File: src/logic/pdl_cfg.svh
`ifndef PDL_CFG_SVH
`define PDL_CFG_SVH
// sizes of the cell array and the configuration store
`define PDL_NCELL 8
`define PDL_NWORD 16
`define PDL_AW 4
`define PDL_DW 16
`define PDL_FRAME_BITS 5'h18
`define PDL_OPT_ADDR 4'h8
// power-down pins share the top two cells
`define PDL_PDA_CELL 6
`define PDL_PDB_CELL 7
`define PDL_PD_MASK 8'hC0
// settling window after power-up reset
`define PDL_CLK_NS 20
`define PDL_TD_NS 100
`define PDL_SETTLE_CYC ((`PDL_TD_NS + `PDL_CLK_NS - 1) / `PDL_CLK_NS)
`define PDL_SET_W 3
// supply trip levels in millivolts
`define PDL_TRIP_HI_MV 12'hAF0
`define PDL_TRIP_LO_MV 12'h2BC
`endif

File: src/logic/pdl_pkg.sv
`include "pdl_cfg.svh"
package pdl_pkg;
   // programming frame commands
   typedef enum logic [3:0] {
      CMD_NOP    = 4'h0,
      CMD_WRITE  = 4'h1,
      CMD_READ   = 4'h2,
      CMD_SIG_WR = 4'h3,
      CMD_SIG_RD = 4'h4,
      CMD_FUSE   = 4'h5,
      CMD_ERASE  = 4'h6
   } pdl_cmd_t;
   typedef struct packed {
      pdl_cmd_t             cmd;
      logic [`PDL_AW-1:0]   addr;
      logic [`PDL_DW-1:0]   data;
   } pdl_frame_t;
   // per-cell configuration word
   typedef struct packed {
      logic [11:0] rsvd;
      logic        fast;
      logic        rpwr;
      logic        oe;
      logic        inv;
   } pdl_cell_cfg_t;
   // global option word, erased value is all defaults
   typedef struct packed {
      logic [10:0] rsvd;
      logic        jtag_off;
      logic        keep;
      logic        pwr_rst_off;
      logic        stby_en;
      logic        pd_en;
   } pdl_opt_t;
   typedef struct packed {
      logic                  tck;
      logic                  tms;
      logic                  tdi;
      logic [`PDL_NCELL-1:0] drv;
      logic [`PDL_NCELL-1:0] pin;
   } pdl_sync_t;
   typedef struct packed {
      logic pwr_down;
      logic standby;
      logic locked;
      logic fuse;
      logic jtag_off;
   } pdl_stat_t;
endpackage

File: src/logic/pdl_top.sv
// Notes on behaviour
// - either power-down pin high powers down
// - power down holds cell state and pad outputs
// - pin transitions ignored by cells and serial port while powered down
// - power-down pins are not logic I/O
// - optional standby when nothing toggles
// - per-cell reduced power setting
// - per-output slew, slow by default
// - power-reset option on, selects trip level
// - power-up reset clears every register, except the pad enables, which reset to float
// - fuse blocks configuration readback
// - user signature always readable
// - programming over four-pin serial port
// - serial port can be released as I/O
// - interrupted programming locks, pins float
// - keeper holds pins during programming
// - device starts out erased
// - keeper holds floating pins at level
`timescale 1ns/10ps
`default_nettype none
`include "pdl_cfg.svh"
module pdl_top
   import pdl_pkg::*;
(
   input  wire logic                  CLK,      // 50 MHz
   input  wire logic                  RST,      // async, high
   input  wire logic [`PDL_NCELL-1:0] PIN_I,    // pad levels
   input  wire logic [`PDL_NCELL-1:0] PIN_DRV,  // pad driven outside
   output logic      [`PDL_NCELL-1:0] PIN_O,    // pad drive value
   output logic      [`PDL_NCELL-1:0] PIN_OE_N, // low drives pad
   output logic      [`PDL_NCELL-1:0] PIN_FAST, // fast slew
   output logic      [`PDL_NCELL-1:0] PIN_RPWR, // reduced power
   input  wire logic                  TCK,      // serial clock
   input  wire logic                  TMS,      // frame select
   input  wire logic                  TDI,      // serial in
   output logic                       TDO_O,    // serial out
   output logic                       TDO_OE_N, // low drives
   output logic      [2:0]            JPIN_O,   // released pins
   output logic      [11:0]           TRIP_MV,  // trip level
   output pdl_stat_t                  STAT      // status flags
);
   localparam logic [`PDL_SET_W-1:0] SETTLE =
      `PDL_SET_W'(`PDL_SETTLE_CYC);

   pdl_sync_t                  s1_q, s2_q;
   logic                       tck_p_q, tms_p_q;
   logic [`PDL_DW-1:0]         mem_q [`PDL_NWORD];
   logic [`PDL_DW-1:0]         sig_q, shout_q;
   logic [23:0]                sh_q;
   logic [4:0]                 bcnt_q;
   logic                       fuse_q, locked_q, phase_q;
   logic [`PDL_SET_W-1:0]      set_q;
   logic [`PDL_NCELL-1:0]      cell_q, cell_d, last_q;
   logic [`PDL_NCELL-1:0]      oe_n_q, oe_n_d;
   logic [`PDL_NCELL-1:0]      fast_q, rp_q;
   logic [11:0]                trip_q;
   pdl_stat_t                  stat_q;
   pdl_opt_t                   opt;
   pdl_frame_t                 fr;
   pdl_cell_cfg_t              ccfg [`PDL_NCELL];
   logic [`PDL_NCELL-1:0]      pin_eff, src, nxt, upd, pd_mask;
   logic [`PDL_NCELL-1:0]      inv_v, oe_v, rp_v, fast_v;
   logic                       pd_active, jt_live, tck_rise;
   logic                       frame, frame_end, exec, abort;
   logic                       settled, run, hold_pins, trans;
   logic                       float_all;

   // two flops on every pad and serial pin
   always_ff @(posedge CLK or posedge RST)
   begin
      if (RST)
      begin
         s1_q    <= '0;
         s2_q    <= '0;
         tck_p_q <= 1'b0;
         tms_p_q <= 1'b0;
      end
      else
      begin
         s1_q    <= {TCK, TMS, TDI, PIN_DRV, PIN_I};
         s2_q    <= s1_q;
         tck_p_q <= s2_q.tck;
         tms_p_q <= s2_q.tms;
      end
   end

   // option and cell configuration decode
   assign opt = pdl_opt_t'(mem_q[`PDL_OPT_ADDR]);
   assign fr  = pdl_frame_t'(sh_q);
   for (genvar i = 0; i < `PDL_NCELL; i++)
   begin : g_cell
      assign ccfg[i]   = pdl_cell_cfg_t'(mem_q[i]);
      assign inv_v[i]  = ccfg[i].inv;
      assign oe_v[i]   = ccfg[i].oe;
      assign rp_v[i]   = ccfg[i].rpwr;
      assign fast_v[i] = ccfg[i].fast;
      // a power-down pin's cell runs on buried cascade only
      assign src[i] = pd_mask[i] ?
         cell_q[(i + `PDL_NCELL - 1) % `PDL_NCELL] : pin_eff[i];
   end

   // power-down request from either pin
   assign pd_mask   = opt.pd_en ? `PDL_PD_MASK : '0;
   assign pd_active = opt.pd_en &
      (s2_q.pin[`PDL_PDA_CELL] | s2_q.pin[`PDL_PDB_CELL]);

   // keeper: an undriven pad reads its last level
   assign pin_eff = opt.keep ?
      ((s2_q.drv & s2_q.pin) | (~s2_q.drv & last_q)) : s2_q.pin;
   assign trans   = |(pin_eff ^ last_q);

   // serial port framing, dead while powered down or released
   assign jt_live   = ~opt.jtag_off & ~pd_active;
   assign tck_rise  = jt_live & s2_q.tck & ~tck_p_q;
   assign frame     = jt_live & s2_q.tms;
   assign frame_end = jt_live & tms_p_q & ~s2_q.tms;
   assign exec      = frame_end & (bcnt_q == `PDL_FRAME_BITS);
   assign abort     = frame_end & (bcnt_q != `PDL_FRAME_BITS) &
                      (bcnt_q != 5'h0);

   // frame shift register and bit count
   always_ff @(posedge CLK or posedge RST)
   begin
      if (RST)
      begin
         sh_q   <= '0;
         bcnt_q <= '0;
      end
      else
      begin
         if (tck_rise & frame)
            sh_q <= {sh_q[22:0], s2_q.tdi};
         if (~frame)
            bcnt_q <= '0;
         else if (tck_rise & (bcnt_q != 5'h1F))
            bcnt_q <= bcnt_q + 5'h1;
      end
   end

   // configuration store, fuse and signature
   always_ff @(posedge CLK or posedge RST)
   begin
      if (RST)
      begin
         for (int k = 0; k < `PDL_NWORD; k++)
            mem_q[k] <= '0;
         fuse_q <= 1'b0;
         sig_q  <= '0;
      end
      else if (exec)
      begin
         unique case (fr.cmd)
            CMD_WRITE:  mem_q[fr.addr] <= fr.data;
            CMD_SIG_WR: sig_q <= fr.data;
            CMD_FUSE:   fuse_q <= 1'b1;
            CMD_ERASE:
            begin
               for (int k = 0; k < `PDL_NWORD; k++)
                  mem_q[k] <= '0;
               fuse_q <= 1'b0;
            end
            default: ;
         endcase
      end
   end

   // readback word, shifted out msb first
   always_ff @(posedge CLK or posedge RST)
   begin
      if (RST)
         shout_q <= '0;
      else if (exec & (fr.cmd == CMD_READ))
         shout_q <= fuse_q ? '0 : mem_q[fr.addr];
      else if (exec & (fr.cmd == CMD_SIG_RD))
         shout_q <= sig_q;
      else if (tck_rise & frame)
         shout_q <= {shout_q[`PDL_DW-2:0], 1'b0};
   end

   // lock stays until a whole frame lands; abort wins
   always_ff @(posedge CLK or posedge RST)
   begin
      if (RST)
         locked_q <= 1'b0;
      else if (abort)
         locked_q <= 1'b1;
      else if (exec)
         locked_q <= 1'b0;
   end

   // settling window after reset before cells may move
   assign settled = (set_q == SETTLE);
   always_ff @(posedge CLK or posedge RST)
   begin
      if (RST)
      begin
         set_q   <= '0;
         phase_q <= 1'b0;
      end
      else
      begin
         if (~settled)
            set_q <= set_q + `PDL_SET_W'(1);
         phase_q <= ~phase_q;
      end
   end

   // cells move only when nothing freezes them
   assign run  = ~pd_active & settled & ~frame & ~locked_q;
   // reduced-power cells step every other cycle, trading speed
   assign upd  = {`PDL_NCELL{run}} & (~rp_v | {`PDL_NCELL{phase_q}});
   assign nxt  = src ^ inv_v;
   assign cell_d = (upd & nxt) | (~upd & cell_q);

   // pad enables: float on lock or a frame without keeper, hold in power down or a kept frame
   assign hold_pins = pd_active | (frame & opt.keep);
   assign float_all = locked_q | (frame & ~opt.keep);
   assign oe_n_d = float_all ? '1 :
                   hold_pins ? oe_n_q : (~oe_v | pd_mask);

   // cell state, keeper memory, enables and pad options
   always_ff @(posedge CLK or posedge RST)
   begin
      if (RST)
      begin
         cell_q <= '0;
         last_q <= '0;
         oe_n_q <= '1;
         fast_q <= '0;
         rp_q   <= '0;
      end
      else
      begin
         cell_q <= cell_d;
         if (~pd_active)
            last_q <= pin_eff;
         oe_n_q <= oe_n_d;
         fast_q <= fast_v;
         rp_q   <= rp_v;
      end
   end

   // status and trip level, refreshed every cycle
   always_ff @(posedge CLK or posedge RST)
   begin
      if (RST)
      begin
         stat_q <= '0;
         trip_q <= '0;
      end
      else
      begin
         stat_q.pwr_down <= pd_active;
         stat_q.standby  <= opt.stby_en & ~trans;
         stat_q.locked   <= locked_q;
         stat_q.fuse     <= fuse_q;
         stat_q.jtag_off <= opt.jtag_off;
         trip_q <= opt.pwr_rst_off ?
            `PDL_TRIP_LO_MV : `PDL_TRIP_HI_MV;
      end
   end

   // released serial pins act as plain logic
   assign PIN_O    = cell_q;
   assign PIN_OE_N = oe_n_q;
   assign PIN_FAST = fast_q;
   assign PIN_RPWR = rp_q;
   assign TDO_O    = opt.jtag_off ? cell_q[0] : shout_q[`PDL_DW-1];
   assign TDO_OE_N = opt.jtag_off ? oe_n_q[0] : ~frame;
   assign JPIN_O   = opt.jtag_off ?
      {s2_q.tck, s2_q.tms, s2_q.tdi} : 3'h0;
   assign TRIP_MV  = trip_q;
   assign STAT     = stat_q;
endmodule // pdl_top
`default_nettype wire

File: config.mk
export PLATFORM = sky130hd
export DESIGN_NAME = pdl_top
export DESIGN_NICKNAME = d
export VERILOG_FILES = /design/src/logic/pdl_pkg.sv /design/src/logic/pdl_top.sv
export VERILOG_INCLUDE_DIRS = /design/src /design/src/logic
export SDC_FILE = /design/constraint.sdc
export NUM_CORES = 1
export LEC_CHECK = 0
export BUFFER_PORTS_ARGS = -buffer_cell sky130_fd_sc_hd__buf_2
export CELL_PAD_IN_SITES_DETAIL_PLACEMENT = 0
export CELL_PAD_IN_SITES_GLOBAL_PLACEMENT = 1
export CORE_MARGIN = 2
export CORE_UTILIZATION = 56
export DETAILED_ROUTE_END_ITERATION = 8
export PLACE_DENSITY_LB_ADDON = 0.25
export SETUP_SLACK_MARGIN = 0.1
export SLEW_MARGIN = 10
export SYNTH_ARGS = -nofsm -noshare
export SYNTH_HDL_FRONTEND = slang
export SYNTH_SLANG_ARGS = --single-unit
File: constraint.sdc
create_clock -name CLK -period 23.2 [get_ports CLK]
set_input_delay 2.32 -clock CLK [delete_from_list [all_inputs] [get_ports CLK]]
set_output_delay 2.32 -clock CLK [all_outputs]
set_load 0.02 [all_outputs]
# --- After elaboration in Yosys (flattened, before gate mapping) ---
# Index checks and enable logic that the tools add are counted.
word_totals:
  regBits: 420
classes:
  eq_ne: 12
  muxes: 32
  n_lt_le_gt_ge: 2
  reduce_logical: 10
  addsub: 2
  bitwise: 48
op_table:
  columns: ["cell", "n"]
  rows:
  - ["one-hot mux 256 bit (2 select lines)", 1]
  - ["bitwise mux 256 bit", 1]
  - ["2-to-1 mux 16 bit", 7]
  - ["binary-select mux 16 bit (select 4 bit)", 1]
  - ["demux 16 bit (select 4 bit)", 1]
  - ["bitwise AND 8 bit", 5]
  - ["2-to-1 mux 8 bit", 4]
  - ["inverter 8 bit", 4]
  - ["bitwise OR 8 bit", 4]
  - ["bitwise AND 1 bit", 20]
  - ["bitwise XOR 8 bit", 2]
  - ["equality test 4 x 3 -> 1 bit (second input constant)", 3]
  - ["2-to-1 mux 1 bit", 12]
  - ["2-to-1 mux 12 bit", 1]
  - ["2-to-1 mux 5 bit", 2]
  - ["!= test 5 bit (second input constant)", 2]
  - ["inverter 1 bit", 9]
  - ["equality test 4 x 2 -> 1 bit (second input constant)", 2]
  - ["OR reduction 8 bit", 1]
  - ["AND reduction 2 bit", 3]
  - ["nonzero test 2 bit", 3]
  - ["adder 5 x 1 -> 5 bit (second input constant)", 1]
  - ["equality test 5 bit (second input constant)", 1]
  - [">= comparator 5 bit (second input constant)", 1]
  - ["12 further kinds", 15]

# --- Depth between registers and ports, before layout ---
# Gate-level depths: netlist of the first run.
logic_depth:
  depth_word: 12
  ltp_mapped: 10

# --- Least setup slack after synthesis of the first run ---
# OpenSTA, ideal clock, no wires.
synth_path:
  path_kind: "register to output"
  startpoint: "register mem_q, in the netlist opt[4]"
  endpoint: "output port TDO_OE_N"
  slack_ns: 19.295
  stages_incl_launch_ff: 5
  t_required_ns: 20.880
  arrival_ns: 1.585
  cell_sequence: "dfrtp_1 > clkbuf_1 > nand2b_1 > nand2b_1 > a21boi_0"
synth_via:
  elab_chain_cells: 5
synth_rtl:
  columns: ["element", "line_no", "source"]
  rows:
  - ["start, declared", "pdl_top.sv:47", "logic [`PDL_DW-1:0] mem_q [`PDL_NWORD];"]
  - ["start signal, assigned by index", "pdl_top.sv:153", "CMD_WRITE: mem_q[fr.addr] <= fr.data;"]
  - ["inverter 1 bit", "pdl_top.sv:113", "assign jt_live = ~opt.jtag_off & ~pd_active;"]
  - ["bitwise AND 1 bit", "pdl_top.sv:113", null]
  - ["bitwise AND 1 bit", "pdl_top.sv:115", "assign frame = jt_live & s2_q.tms;"]
  - ["inverter 1 bit", "pdl_top.sv:269", "assign TDO_OE_N = opt.jtag_off ? oe_n_q[0] : ~frame;"]
  - ["2-to-1 mux 1 bit *", "pdl_top.sv:269", null]
  - ["end, declared", "pdl_top.sv:37", "output logic TDO_OE_N,"]
# Every way passes the cells marked *; elsewhere a longest branch is shown, timed or not.

# --- Worst setup path after layout of the first run ---
# Ends and elaborated chain as after synthesis.

==> results of run 1 <==
==> worst max-delay path, stage by stage, from the launching register on <==
cell and delay, ns:
sky130_fd_sc_hd__dfrtp_1 0.63, sky130_fd_sc_hd__nand2b_1 0.29, sky130_fd_sc_hd__nand2b_1 0.29, sky130_fd_sc_hd__a21boi_0 0.23, sky130_fd_sc_hd__buf_2 0.19
==> metal layers <==
metal | up-vias | GRT usage | routed length (um)
li1 | 4917 | - | -
met1 | 5958 | 0.423 | 20700
met2 | 411 | 0.418 | 20600
met3 | 85 | 0.0598 | 3170
met4 | 0 | 0.0819 | 1270
met5 | - | 0 | 0
==> placed cells by master, fill, tap and decap left out, types with 4 or more instances in the layout <==
master                      Yosys  layout
sky130_fd_sc_hd__dfrtp_1      403     400
sky130_fd_sc_hd__o2bb2ai_1    139     139
sky130_fd_sc_hd__o2bb2ai_2    100     100
sky130_fd_sc_hd__buf_2         31      70
sky130_fd_sc_hd__mux4_2        62      62
sky130_fd_sc_hd__mux2_2        48      48
sky130_fd_sc_hd__clkbuf_16      0      44
sky130_fd_sc_hd__nor2_1        43      43
sky130_fd_sc_hd__nand2_1       37      37
sky130_fd_sc_hd__mux2i_1       28      28
sky130_fd_sc_hd__buf_4          9      28
sky130_fd_sc_hd__o211ai_1      23      23
sky130_fd_sc_hd__o21ai_0       23      22
sky130_fd_sc_hd__a21oi_1       19      19
sky130_fd_sc_hd__a2bb2oi_1     16      16
sky130_fd_sc_hd__o221ai_1      15      15
sky130_fd_sc_hd__o31ai_1       15      15
sky130_fd_sc_hd__o22ai_1       14      14
sky130_fd_sc_hd__a21o_1        14      14
sky130_fd_sc_hd__clkbuf_1      60      13
sky130_fd_sc_hd__clkbuf_8       0      12
sky130_fd_sc_hd__nand3_1       10      10
sky130_fd_sc_hd__nand2b_1      10      10
sky130_fd_sc_hd__o21ai_2        0      10
sky130_fd_sc_hd__nand2_4       10      10
sky130_fd_sc_hd__xor2_1        10      10
sky130_fd_sc_hd__nor2b_1        9       9
sky130_fd_sc_hd__inv_1         10       9
sky130_fd_sc_hd__dfstp_2        8       8
sky130_fd_sc_hd__xnor2_1        7       7
sky130_fd_sc_hd__o21ai_1       15       6
sky130_fd_sc_hd__clkinv_2       0       6
sky130_fd_sc_hd__conb_1         2       5
sky130_fd_sc_hd__ha_1           5       5
sky130_fd_sc_hd__and2_1         4       4
==> metrics by stage <==
step	utilization	hold WS, ns
finish	0.634	0.344
global route	0.634	0.356
CTS	0.634	0.346
detailed placement	0.588	0.335
global placement	0.588	0.333
floorplan	-	0.331
==> state kept, by name, summed over array words and instances, names as in the netlist, named ones only <==
| signal | cells |
|---|---|
| PIN_FAST | 8 |
| PIN_OE_N | 8 |
| PIN_RPWR | 8 |
| STAT | 5 |
| TRIP_MV | 3 |
| bcnt_q | 5 |
| ccfg | 128 |
| fr | 24 |
| fuse_q | 1 |
| last_q | 8 |
| locked_q | 1 |
| mem_q | 112 |
| opt | 16 |
| phase_q | 1 |
| s1_q | 19 |
| s2_q | 19 |
| set_q | 3 |
| shout_q | 16 |
| sig_q | 16 |
| tck_p_q | 1 |
| tms_p_q | 1 |
==> cell families (layout without fill, tap and decap cells) <==
logic type      Yosys count  in the layout  share of synthesized area
fa+ha+maj                 5              5                    0.00346
xor+xnor                 17             17                    0.00823
compound gates          408            408                      0.215
other cells               2              5                   0.000415
simple gates            150            150                     0.0458
mux                     138            138                      0.122
buf+inv                 131            191                     0.0360
flops                   411            411                      0.569
==> worst paths after layout <==
kind | end | slack [ns] | cells after the start
worst max-delay path | TDO_OE_N | 18.71 | 4
worst min-delay path | s2_q[11]$_DFF_PP0_ | 0.34 | 0
worst max register to register | ccfg[43]$_DFFE_PP0P_ | 19.72 | 6
worst min register to register | s2_q[11]$_DFF_PP0_ | 0.34 | 0
max in group asynchronous | fr[18]$_DFFE_PP0P_ | 19.74 | 3
min in group asynchronous | ccfg[16]$_DFFE_PP0P_ | 1.91 | 2
==> power by group <==
group          internal (mW)  switching [mW]
Clock                  0.422           0.281
Sequential             0.741          0.0232
Combinational         0.0295          0.0413
Total                   1.19           0.346
==> layout make-up <==
| type | count | area share |
|---|---|---|
| clock buffers | 69 | 0.0654 |
| clock inverters | 11 | 0.00722 |
| repair buffers | 98 | 0.0279 |
| well taps | 402 | 0.0250 |
| flip-flops and latches | 411 | 0.513 |
| multi-input cells | 723 | 0.359 |
| inverters | 13 | 0.00280 |
==> out/qor.json, run 1 <==
{
  "finish": {
    "final.fill_count": 2283,
    "area_delta_synth_final_pct": 11.0,
    "finish.cell_count_without_fillers": 1727,
    "final-seq-area_mm2": 0.0103,
    "multi_input_gate_area_in_the_final_layout_mm2": 0.00722,
    "total_number_of_nets_in_the_final_design": 1316,
    "post_route_cells_drive_above_1_share": 0.315,
    "final_std_cell_area_no_fill_mm2": 0.0201,
    "antenna_cells_inserted": 0
  },
  "min_path": {
    "timing.hold.worst.start": "s1_q[11]$_DFF_PP0_",
    "worstHoldPathType": "reg -> reg"
  },
  "clock_network": {
    "numCtsBuffers": 43,
    "clock_tree.htree_level_count": 2,
    "cts.clk_slew.worst_paths_ns": 0.06,
    "clock_tree.root_cell": "sky130_fd_sc_hd__clkbuf_16",
    "cts_hold_repair.buffers": 0,
    "tritoncts": "done",
    "clk_path_buf_depth": 3,
    "clock-sinks": 411,
    "post_cts.resized_instances": 0,
    "clk-insertion-delay-late_ns": 0.54,
    "postCtsSetupBuffers": 0
  },
  "critical_path": {
    "worstPathMaxFanout": 12,
    "start_kind": "flop",
    "crit_path_start": "opt[4]$_DFFE_PP0P_",
    "crit_path_end_kind": "output pin",
    "timing.setup.critical_path_class": "reg -> out",
    "critical_path_arrival_ns": 2.17,
    "worstReg2RegStart": "fr[17]$_DFFE_PP0P_",
    "cp.required_ns": 20.88
  },
  "timing": {
    "final_worst_slack_ns": 18.71,
    "post_layout_min_period_ns": 4.49,
    "max_freq_mhz": 223,
    "rsz_0062_raised_after_global_routing": "no",
    "count_of_final_setup_violators": 0,
    "hold_violations": 0,
    "slew-limit-headroom": 0.167,
    "worst_clock_skew_ns": 0.0127,
    "worst_pin_slew_ns": 1.25,
    "report.final.slew_viol_count": 0,
    "fin_crit_share": 0.194,
    "final_tns_setup_ns": 0
  },
  "logic_synthesis": {
    "synth_enable_flop_cells": 0,
    "syn_area_per_cell_um2": 14.3,
    "synth_warnings": 0,
    "synth.yosys.seq_area_share": 0.569,
    "yosys.area.top_type_share": 0.557,
    "register_bit_count_reported_by_yosys": 411,
    "synth.cell_area_mm2": 0.0181,
    "synth_area_leaders": "sky130_fd_sc_hd__dfrtp_1, sky130_fd_sc_hd__o2bb2ai_2, sky130_fd_sc_hd__mux4_2",
    "synthFlopType": "sky130_fd_sc_hd__dfrtp_1",
    "postSynth.asyncResetShare": 1.00,
    "synth_commonest_cells": "sky130_fd_sc_hd__dfrtp_1, sky130_fd_sc_hd__o2bb2ai_1, sky130_fd_sc_hd__o2bb2ai_2",
    "yosys.cell_types.count": 66,
    "syn_inst": 1262,
    "yosysTopAreaCell": "sky130_fd_sc_hd__dfrtp_1",
    "synthMostInstantiatedCell": "sky130_fd_sc_hd__dfrtp_1"
  },
  "power_and_ir_drop": {
    "worst_ir_drop_vdd_uv": 56.4,
    "cellLeakagePower_nw": 8.38,
    "totalPowerFinal_mw": 1.54,
    "power.density_mw_per_mm2": 76.6
  },
  "placed_design": {
    "port_buffers": 70,
    "gp_congestion": 0.830,
    "place.detailed.instances": 1647,
    "dpl_cell_area_mm2": 0.0186,
    "post-place-ws_ns": 19.05,
    "placed_wire_length_estimate_after_detailed_placement_um": 27600
  },
  "route": {
    "route.final.wire_length_um": 45700,
    "detailedRoute.firstPassIterationCount": 6,
    "vias_per_cell": 6.58,
    "vias": 11371,
    "drt_iter0_markers": 1035,
    "remaining_drc_errors": 0,
    "drt-wirelength-per-cell_um": 26.5,
    "antenna_violating_nets_post_route": 0
  },
  "floorplanning": {
    "die_width_um": 184,
    "core_mm2": 0.0317,
    "rows": 65,
    "start_util": 0.571,
    "num_io_pins": 75,
    "die_y_um": 184,
    "die_area_mm2": 0.0338
  },
  "grt": {
    "grt_first_pass_wirelength_um": 71600,
    "vias_in_the_first_global_route": 11470,
    "grt_antenna_before_repair": 0,
    "global_route.usage.total": 0.282,
    "grt_overflow": 0,
    "grt_max_degree": 121
  },
  "run": {
    "max_cap_viol_count": 0
  },
  "status": {
    "outcome": "completed"
  }
}
No activity file was read; power rests on OpenSTA's default activity.
==> run 2, diff against run 1 <==
- CORE_UTILIZATION: 56 -> 47
- clock period: 23.2 -> 3.8 ns (I/O delays scaled with it)
==> run 2 against run 1 <==
Net effect: highest routed layer unchanged; clock power rose to 6.3 times the previous value; sequential share of layout area shrank 1.4 points; largest power group unchanged; count of clock-buffer cells in the layout decreased by 4; wire length grew 5.0%; via count up 0.69%; flip-flop and latch count stayed put; design area rose by 2.9%; die area grew 19%; setup slack lost 18 ns; critical endpoint is now sig_q[2]$_DFFE_PP0P_; largest cell class unchanged; non-clock buffer count is 42 higher; final cell count grew 8.8%.
==> out/qor.json, run 2 (same netlist as run 1, synthesis figures left out) <==
{
  "grt": {
    "grt_overflow": {"value": 0, "change": "unchanged"},
    "vias_in_the_first_global_route": {"value": 11940, "change": "+4.1%"},
    "met1_usage": {"value": 0.362, "change": "-0.0614"},
    "global_route.usage.total": {"value": 0.246, "change": "-0.0359"},
    "gr-usage-met3": {"value": 0.0397, "change": "-0.0201"},
    "grt_first_pass_wirelength": {"value": 75400, "unit": "um", "change": "+5.4%"},
    "grt_most_used_layer": "met2",
    "grt_max_degree": {"value": 113, "change": "-6.6%"},
    "grt_antenna_before_repair": {"value": 0, "change": "unchanged"},
    "grt_util_met2": {"value": 0.375, "change": "-0.0436"}
  },
  "clock_network": {
    "postCtsSetupBuffers": {"value": 0, "change": "unchanged"},
    "cts.clk_slew.worst_paths": {"value": 0.06, "unit": "ns", "change": "about the same"},
    "clk-insertion-delay-late": {"value": 0.58, "unit": "ns", "change": "+0.04 ns"},
    "clk_path_buf_depth": {"value": 3, "change": "unchanged"},
    "clock_tree.root_cell": "sky130_fd_sc_hd__clkbuf_16",
    "numCtsBuffers": {"value": 44, "change": "+2.3%"},
    "clock_tree.htree_level_count": {"value": 2, "change": "unchanged"},
    "cts_hold_repair.buffers": {"value": 20, "change": "+20"},
    "post_cts.resized_instances": {"value": 0, "change": "unchanged"},
    "tritoncts": "done",
    "clock-sinks": {"value": 411, "change": "unchanged"}
  },
  "power_and_ir_drop": {
    "totalPowerFinal": {"value": 9.53, "unit": "mW", "change": "+520%"},
    "switching_share": {"value": 0.228, "change": "+0.00353"},
    "p_comb_frac": {"value": 0.049, "change": "+0.003"},
    "cellLeakagePower": {"value": 8.59, "unit": "nW", "change": "+2.5%"},
    "power.share.sequential": {"value": 0.489, "change": "-0.008"},
    "power.share.clock": {"value": 0.462, "change": "+0.005"},
    "worst_ir_drop_vdd": {"value": 331, "unit": "uV", "change": "+490%"},
    "p_int": {"value": 7.36, "unit": "mW", "change": "+520%"},
    "power.density": {"value": 461, "unit": "mW/mm^2", "change": "+500%"},
    "switching_power_summed_over_all_nets": {"value": 2.18, "unit": "mW", "change": "+530%"}
  },
  "floorplanning": {
    "start_util": {"value": 0.479, "change": "-0.0913"},
    "num_io_pins": {"value": 75, "change": "unchanged"},
    "die_y": {"value": 200, "unit": "um", "change": "+9.0%"},
    "rows": {"value": 71, "change": "+9.2%"},
    "die_area": {"value": 0.0401, "unit": "mm^2", "change": "+19%"},
    "die_width": {"value": 200, "unit": "um", "change": "+9.0%"},
    "core": {"value": 0.0378, "unit": "mm^2", "change": "+19%"}
  },
  "critical_path": {
    "worst_path_largest_cell_delay": {"value": 0.60, "unit": "ns", "change": "-0.03 ns"},
    "cp.required": {"value": 4.24, "unit": "ns", "change": "-16.64 ns"},
    "crit_chain": "o21ai_4, inv_2, nor4_4, buf_4, nand4_2, mux2_2",
    "crit_path_end_kind": "flop",
    "critical_path_arrival": {"value": 3.46, "unit": "ns", "change": "+1.29 ns"},
    "start_kind": "flop",
    "timing.setup.critical_path_class": "reg -> reg",
    "critPathSlowestCell": "sky130_fd_sc_hd__nand4_2",
    "reg2reg_setup_slack": {"value": 0.78, "unit": "ns", "change": "-18.94 ns"},
    "r2r.worst_path.cells": {"value": 6, "change": "unchanged"},
    "worstPathMaxFanout": {"value": 41, "change": "+29"}
  },
  "route": {
    "antenna_violating_nets_post_route": {"value": 0, "change": "unchanged"},
    "route.final.wire_length": {"value": 48000, "unit": "um", "change": "+5.0%"},
    "vias_per_cell": {"value": 6.09, "change": "-7.5%"},
    "vias": {"value": 11450, "change": "+0.69%"},
    "drt-wirelength-per-cell": {"value": 25.6, "unit": "um", "change": "-3.5%"},
    "drt_iter0_markers": {"value": 843, "change": "-19%"},
    "detailedRoute.firstPassIterationCount": {"value": 5, "change": "-1"},
    "remaining_drc_errors": {"value": 0, "change": "unchanged"}
  },
  "timing": {
    "post_layout_min_period_ns": 3.02,
    "max_freq_mhz": 331,
    "fin_crit_share": 0.795,
    "worst_pin_slew": {"value": 1.27, "unit": "ns", "change": "+0.0176 ns"},
    "count_of_final_setup_violators": {"value": 0, "change": "unchanged"},
    "worst_clock_skew": {"value": 0.0289, "unit": "ns", "change": "+0.0162 ns"},
    "report.final.slew_viol_count": {"value": 0, "change": "unchanged"},
    "hold_violations": {"value": 0, "change": "unchanged"},
    "rsz_0062_raised_after_global_routing": "no",
    "slew-limit-headroom": {"value": 0.155, "change": "-0.0119"},
    "final_tns_setup": {"value": 0, "unit": "ns", "change": "unchanged"}
  },
  "finish": {
    "area_delta_synth_final_pct": 14.2,
    "final_cell_mix": "sky130_fd_sc_hd__dfrtp_1, sky130_fd_sc_hd__o2bb2ai_1, sky130_fd_sc_hd__o2bb2ai_2",
    "total_number_of_nets_in_the_final_design": {"value": 1359, "change": "+3.3%"},
    "post_route_cells_drive_above_1_share": {"value": 0.319, "change": "+0.00400"},
    "antenna_cells_inserted": {"value": 0, "change": "unchanged"},
    "final_util": {"value": 0.548, "change": "-0.0860"},
    "layout_commonest_cell": "sky130_fd_sc_hd__dfrtp_1",
    "largest_register_ff_count": {"value": 128, "change": "unchanged"}
  },
  "min_path": {
    "worstHoldPathCells": {"value": 0, "change": "unchanged"},
    "worstHoldPathType": "reg -> reg"
  },
  "placed_design": {
    "placed_wire_length_estimate_after_detailed_placement": {"value": 29700, "unit": "um", "change": "+7.7%"},
    "port_buffers": {"value": 70, "change": "unchanged"},
    "gp_congestion": {"value": 0.794, "change": "-4.3%"}
  },
  "status": {
    "outcome": "completed"
  },
  "run": {
    "max_cap_viol_count": {"value": 0, "change": "unchanged"}
  }
}
## run 2: cell types whose count changed in the layout (fill, tap and decap cells not counted), moves of 2 or more
cell and change:
sky130_fd_sc_hd__buf_12 +5, sky130_fd_sc_hd__buf_4 +16, sky130_fd_sc_hd__clkbuf_16 +2, sky130_fd_sc_hd__clkbuf_8 -5, sky130_fd_sc_hd__clkinv_2 +3, sky130_fd_sc_hd__clkinvlp_4 +3, sky130_fd_sc_hd__dlygate4sd3_1 +20, sky130_fd_sc_hd__o21ai_1 +5
sky130_fd_sc_hd__o21ai_2 -5
## run 2: critical path, delay by kind of cell (launching register included)
kind                   cells  cell delay, ns
multiplexers               1            0.48
AND/OR/NAND/NOR            2            0.89
AO/OA/AOI/OAI              1            0.42
buffers and inverters      2            0.64
flip-flops                 1            0.43
## run 2: final timing paths
kind,end,start
hold reg to reg,s2_q[3]$_DFF_PP0_,s1_q[3]$_DFF_PP0_
hold / removal,s2_q[3]$_DFF_PP0_,s1_q[3]$_DFF_PP0_
min in group asynchronous,s2_q[8]$_DFF_PP0_,RST
setup / recovery,sig_q[2]$_DFFE_PP0P_,s2_q[7]$_DFF_PP0_
setup reg to reg,sig_q[2]$_DFFE_PP0P_,s2_q[7]$_DFF_PP0_
max in group asynchronous,mem_q[88]$_DFFE_PP0P_,RST
## run 2: layout make-up
cell class                      count  area [um^2]
Clock buffer                       65         1290
Clock inverter                     16          196
Fill cell                        3106        17100
Inverter                           13         52.6
Multi-Input combinational cell    723         7200
Sequential cell                   411        10300
Tap cell                          511          639
Timing Repair Buffer              140          996
## run 2: layer usage
| layer | wire length [um] | part of all wire |
|---|---|---|
| met5 | 0 | 0 |
| met1 | 22200 | 0.46 |
| met2 | 22100 | 0.46 |
| met3 | 2390 | 0.050 |
| met4 | 1360 | 0.028 |
## run 2: metrics by stage
stage / cell area [um^2] / setup slack (ns) / hold slack (ns) / std cells
after floorplan: 18100 / -2.11 / 0.331 / 1265
after global placement: 19000 / 0.726 / 0.336 / 1777
after detailed placement: 19000 / 0.788 / 0.335 / 1778
after CTS: 20700 / 0.775 / 0.347 / 1879
after global routing: 20700 / 0.508 / 0.355 / 1879
final: 20700 / 0.780 / 0.346 / 1879
## run 2: power by group through the flow
stage	Sequential (mW)	Clock (mW)	Combinational [mW]
after floorplan	4.76	0	0.265
after global placement	4.74	0	0.449
after detailed placement	4.74	0	0.457
after global routing	4.68	4.67	0.515
final	4.66	4.41	0.465
after CTS	4.66	4.50	0.474
==> run 3, diff against run 2 <==
- CORE_UTILIZATION: 47 -> 52
- clock period: 3.8 -> 3.1 ns (I/O delays scaled with it)
==> run 3 against run 2 <==
Net effect: clock power up 22%; design area up 0.91%; sequential power up 23%; largest cell class unchanged; highest routed layer unchanged; critical path type unchanged; largest power group unchanged; setup slack worse by 0.35 ns; critical endpoint is now mem_q[91]$_DFFE_PP0P_.
==> out/qor.json, run 3 (same netlist as run 1, synthesis figures left out) <==
{
  "finish": {
    "final_cell_mix": "sky130_fd_sc_hd__dfrtp_1, sky130_fd_sc_hd__o2bb2ai_1, sky130_fd_sc_hd__o2bb2ai_2",
    "layout_commonest_cell": "sky130_fd_sc_hd__dfrtp_1",
    "multi_input_gate_area_in_the_final_layout": {"value": 0.00720, "unit": "mm^2", "change": "about the same"},
    "finish.cell_count_without_fillers": {"value": 1845, "change": "-1.8%"},
    "final.fill_count": {"value": 2667, "change": "-14%"},
    "post_route_cells_drive_above_1_share": {"value": 0.331, "change": "+0.0122"},
    "final_util": {"value": 0.607, "change": "+0.0593"},
    "final-seq-area": {"value": 0.0103, "unit": "mm^2", "change": "unchanged"},
    "area_delta_synth_final_pct": 15.3,
    "total_number_of_nets_in_the_final_design": {"value": 1382, "change": "+1.7%"},
    "antenna_cells_inserted": {"value": 0, "change": "unchanged"},
    "largest_register_ff_count": {"value": 128, "change": "unchanged"}
  },
  "route": {
    "route.final.wire_length": {"value": 48200, "unit": "um", "change": "+0.35%"},
    "vias": {"value": 11711, "change": "+2.3%"},
    "drt-wirelength-per-cell": {"value": 26.1, "unit": "um", "change": "+2.2%"},
    "antenna_violating_nets_post_route": {"value": 0, "change": "unchanged"},
    "drt_iter0_markers": {"value": 912, "change": "+8.2%"},
    "vias_per_cell": {"value": 6.35, "change": "+4.2%"},
    "detailedRoute.firstPassIterationCount": {"value": 7, "change": "+2"},
    "remaining_drc_errors": {"value": 0, "change": "unchanged"}
  },
  "clock_network": {
    "clock_tree.htree_level_count": {"value": 2, "change": "unchanged"},
    "post_cts.resized_instances": {"value": 0, "change": "unchanged"},
    "tritoncts": "done",
    "clk-insertion-delay-late": {"value": 0.57, "unit": "ns", "change": "about the same"},
    "numCtsBuffers": {"value": 43, "change": "-2.3%"},
    "clk_path_buf_depth": {"value": 3, "change": "unchanged"},
    "clock_tree.root_cell": "sky130_fd_sc_hd__clkbuf_16",
    "cts.clk_slew.worst_paths": {"value": 0.06, "unit": "ns", "change": "about the same"},
    "clock-sinks": {"value": 411, "change": "unchanged"}
  },
  "floorplanning": {
    "die_area": {"value": 0.0363, "unit": "mm^2", "change": "-9.4%"},
    "die_width": {"value": 191, "unit": "um", "change": "-4.8%"},
    "core": {"value": 0.0344, "unit": "mm^2", "change": "-9.0%"},
    "num_io_pins": {"value": 75, "change": "unchanged"},
    "rows": {"value": 68, "change": "-4.2%"},
    "die_y": {"value": 191, "unit": "um", "change": "-4.8%"},
    "start_util": {"value": 0.527, "change": "+0.0472"}
  },
  "grt": {
    "grt_overflow": {"value": 0, "change": "unchanged"},
    "global_route.usage.total": {"value": 0.278, "change": "+0.0317"},
    "grt_antenna_before_repair": {"value": 0, "change": "unchanged"},
    "grt_max_degree": {"value": 76, "change": "-33%"},
    "grt_first_pass_wirelength": {"value": 75300, "unit": "um", "change": "-0.15%"},
    "vias_in_the_first_global_route": {"value": 12084, "change": "+1.2%"}
  },
  "timing": {
    "count_of_final_setup_violators": {"value": 0, "change": "unchanged"},
    "slew-limit-headroom": {"value": 0.192, "change": "+0.0374"},
    "post_layout_min_period": {"value": 2.67, "unit": "ns", "change": "-0.350 ns"},
    "report.final.slew_viol_count": {"value": 0, "change": "unchanged"},
    "max_freq": {"value": 375, "unit": "MHz", "change": "+13%"},
    "worst_pin_slew": {"value": 1.21, "unit": "ns", "change": "-0.0561 ns"},
    "timing.hold.ws": {"value": 0.348, "unit": "ns", "change": "+0.00187 ns"},
    "worst_clock_skew": {"value": 0.0165, "unit": "ns", "change": "-0.0124 ns"},
    "rsz_0062_raised_after_global_routing": "no",
    "hold_violations": {"value": 0, "change": "unchanged"},
    "fin_crit_share": {"value": 0.861, "change": "+0.0665"}
  },
  "placed_design": {
    "gp_congestion": {"value": 0.841, "change": "+5.8%"},
    "port_buffers": {"value": 70, "change": "unchanged"},
    "placed_wire_length_estimate_after_detailed_placement": {"value": 30900, "unit": "um", "change": "+3.8%"},
    "place.detailed.instances": {"value": 1746, "change": "-1.8%"}
  },
  "run": {
    "max_cap_viol_count": {"value": 0, "change": "unchanged"}
  },
  "critical_path": {
    "r2r.worst_path.cells": {"value": 7, "change": "+1"},
    "timing.setup.critical_path_class": "reg -> reg",
    "crit_path_end_kind": "flop",
    "critical_path_arrival": {"value": 3.14, "unit": "ns", "change": "-0.32 ns"},
    "cp.required": {"value": 3.57, "unit": "ns", "change": "-0.67 ns"},
    "start_kind": "flop",
    "worstPathMaxFanout": {"value": 16, "change": "-61%"}
  },
  "power_and_ir_drop": {
    "power.density": {"value": 559, "unit": "mW/mm^2", "change": "+21%"},
    "cellLeakagePower": {"value": 8.73, "unit": "nW", "change": "+1.7%"},
    "worst_ir_drop_vdd": {"value": 465, "unit": "uV", "change": "+41%"}
  },
  "min_path": {
    "worstHoldPathCells": {"value": 0, "change": "unchanged"},
    "worstHoldPathType": "reg -> reg"
  },
  "status": {
    "outcome": "completed"
  }
}
## run 3: worst max-delay path, stage by stage (launching register included)
cell	delay, ns
sky130_fd_sc_hd__dfrtp_1	0.42
sky130_fd_sc_hd__inv_1	0.08
sky130_fd_sc_hd__ha_1	0.15
sky130_fd_sc_hd__nand4b_1	0.16
sky130_fd_sc_hd__nor4_4	0.20
sky130_fd_sc_hd__and4b_1	0.57
sky130_fd_sc_hd__nand2_1	0.62
sky130_fd_sc_hd__o2bb2ai_1	0.37
## run 3: area by class of cell
| cell class | count | area share |
|---|---|---|
| sequential | 411 | 0.494 |
| multi-input combinational | 723 | 0.345 |
| clock buffer | 69 | 0.0655 |
| timing repair buffer | 164 | 0.0602 |
| tap | 455 | 0.0273 |
| clock inverter | 10 | 0.00594 |
| inverter | 13 | 0.00252 |
## run 3: final timing paths
kind | start | end | slack [ns]
max in group asynchronous | RST | PIN_FAST[4]$_DFF_PP0_ | 1.75
min in group asynchronous | RST | last_q[1]$_DFFE_PP0N_ | 0.42
max | bcnt_q[0]$_DFFE_PP0P_ | mem_q[91]$_DFFE_PP0P_ | 0.43
max reg2reg | bcnt_q[0]$_DFFE_PP0P_ | mem_q[91]$_DFFE_PP0P_ | 0.43
min | s1_q[15]$_DFF_PP0_ | s2_q[15]$_DFF_PP0_ | 0.35
min reg2reg | s1_q[15]$_DFF_PP0_ | s2_q[15]$_DFF_PP0_ | 0.35
## run 3: per-layer routing
layer  part of all wire  routed length (um)  GRT usage
met4              0.033                1580      0.101
met1               0.44               21300      0.404
met5                  0                   0          0
met3              0.076                3680     0.0626
met2               0.45               21600      0.412
## run 3: repair_timing
item | CTS | global route
hold endpoints to repair | 38 | 0
hold buffers | 20 | 0
buffers inserted | 0 | 0
## run 3: where the power goes
part / leakage (nW) / switching (mW) / internal [mW]
Sequential: 5.50 / 0.165 / 5.55
Clock: 0.732 / 2.18 / 3.20
Combinational: 2.50 / 0.324 / 0.257
Total: 8.73 / 2.67 / 9.00
## run 3: stage by stage
step	cell area (um^2)	TNS [ns]	worst slack, ns	power [mW]
after floorplan	18100	-1115.21	-2.74	6.17
after global placement	19200	0	0.490	6.37
after detailed placement	19200	0	0.460	6.38
after CTS	20900	0	0.432	11.8
after global routing	20900	0	0.227	12.1
final	20900	0	0.430	11.7
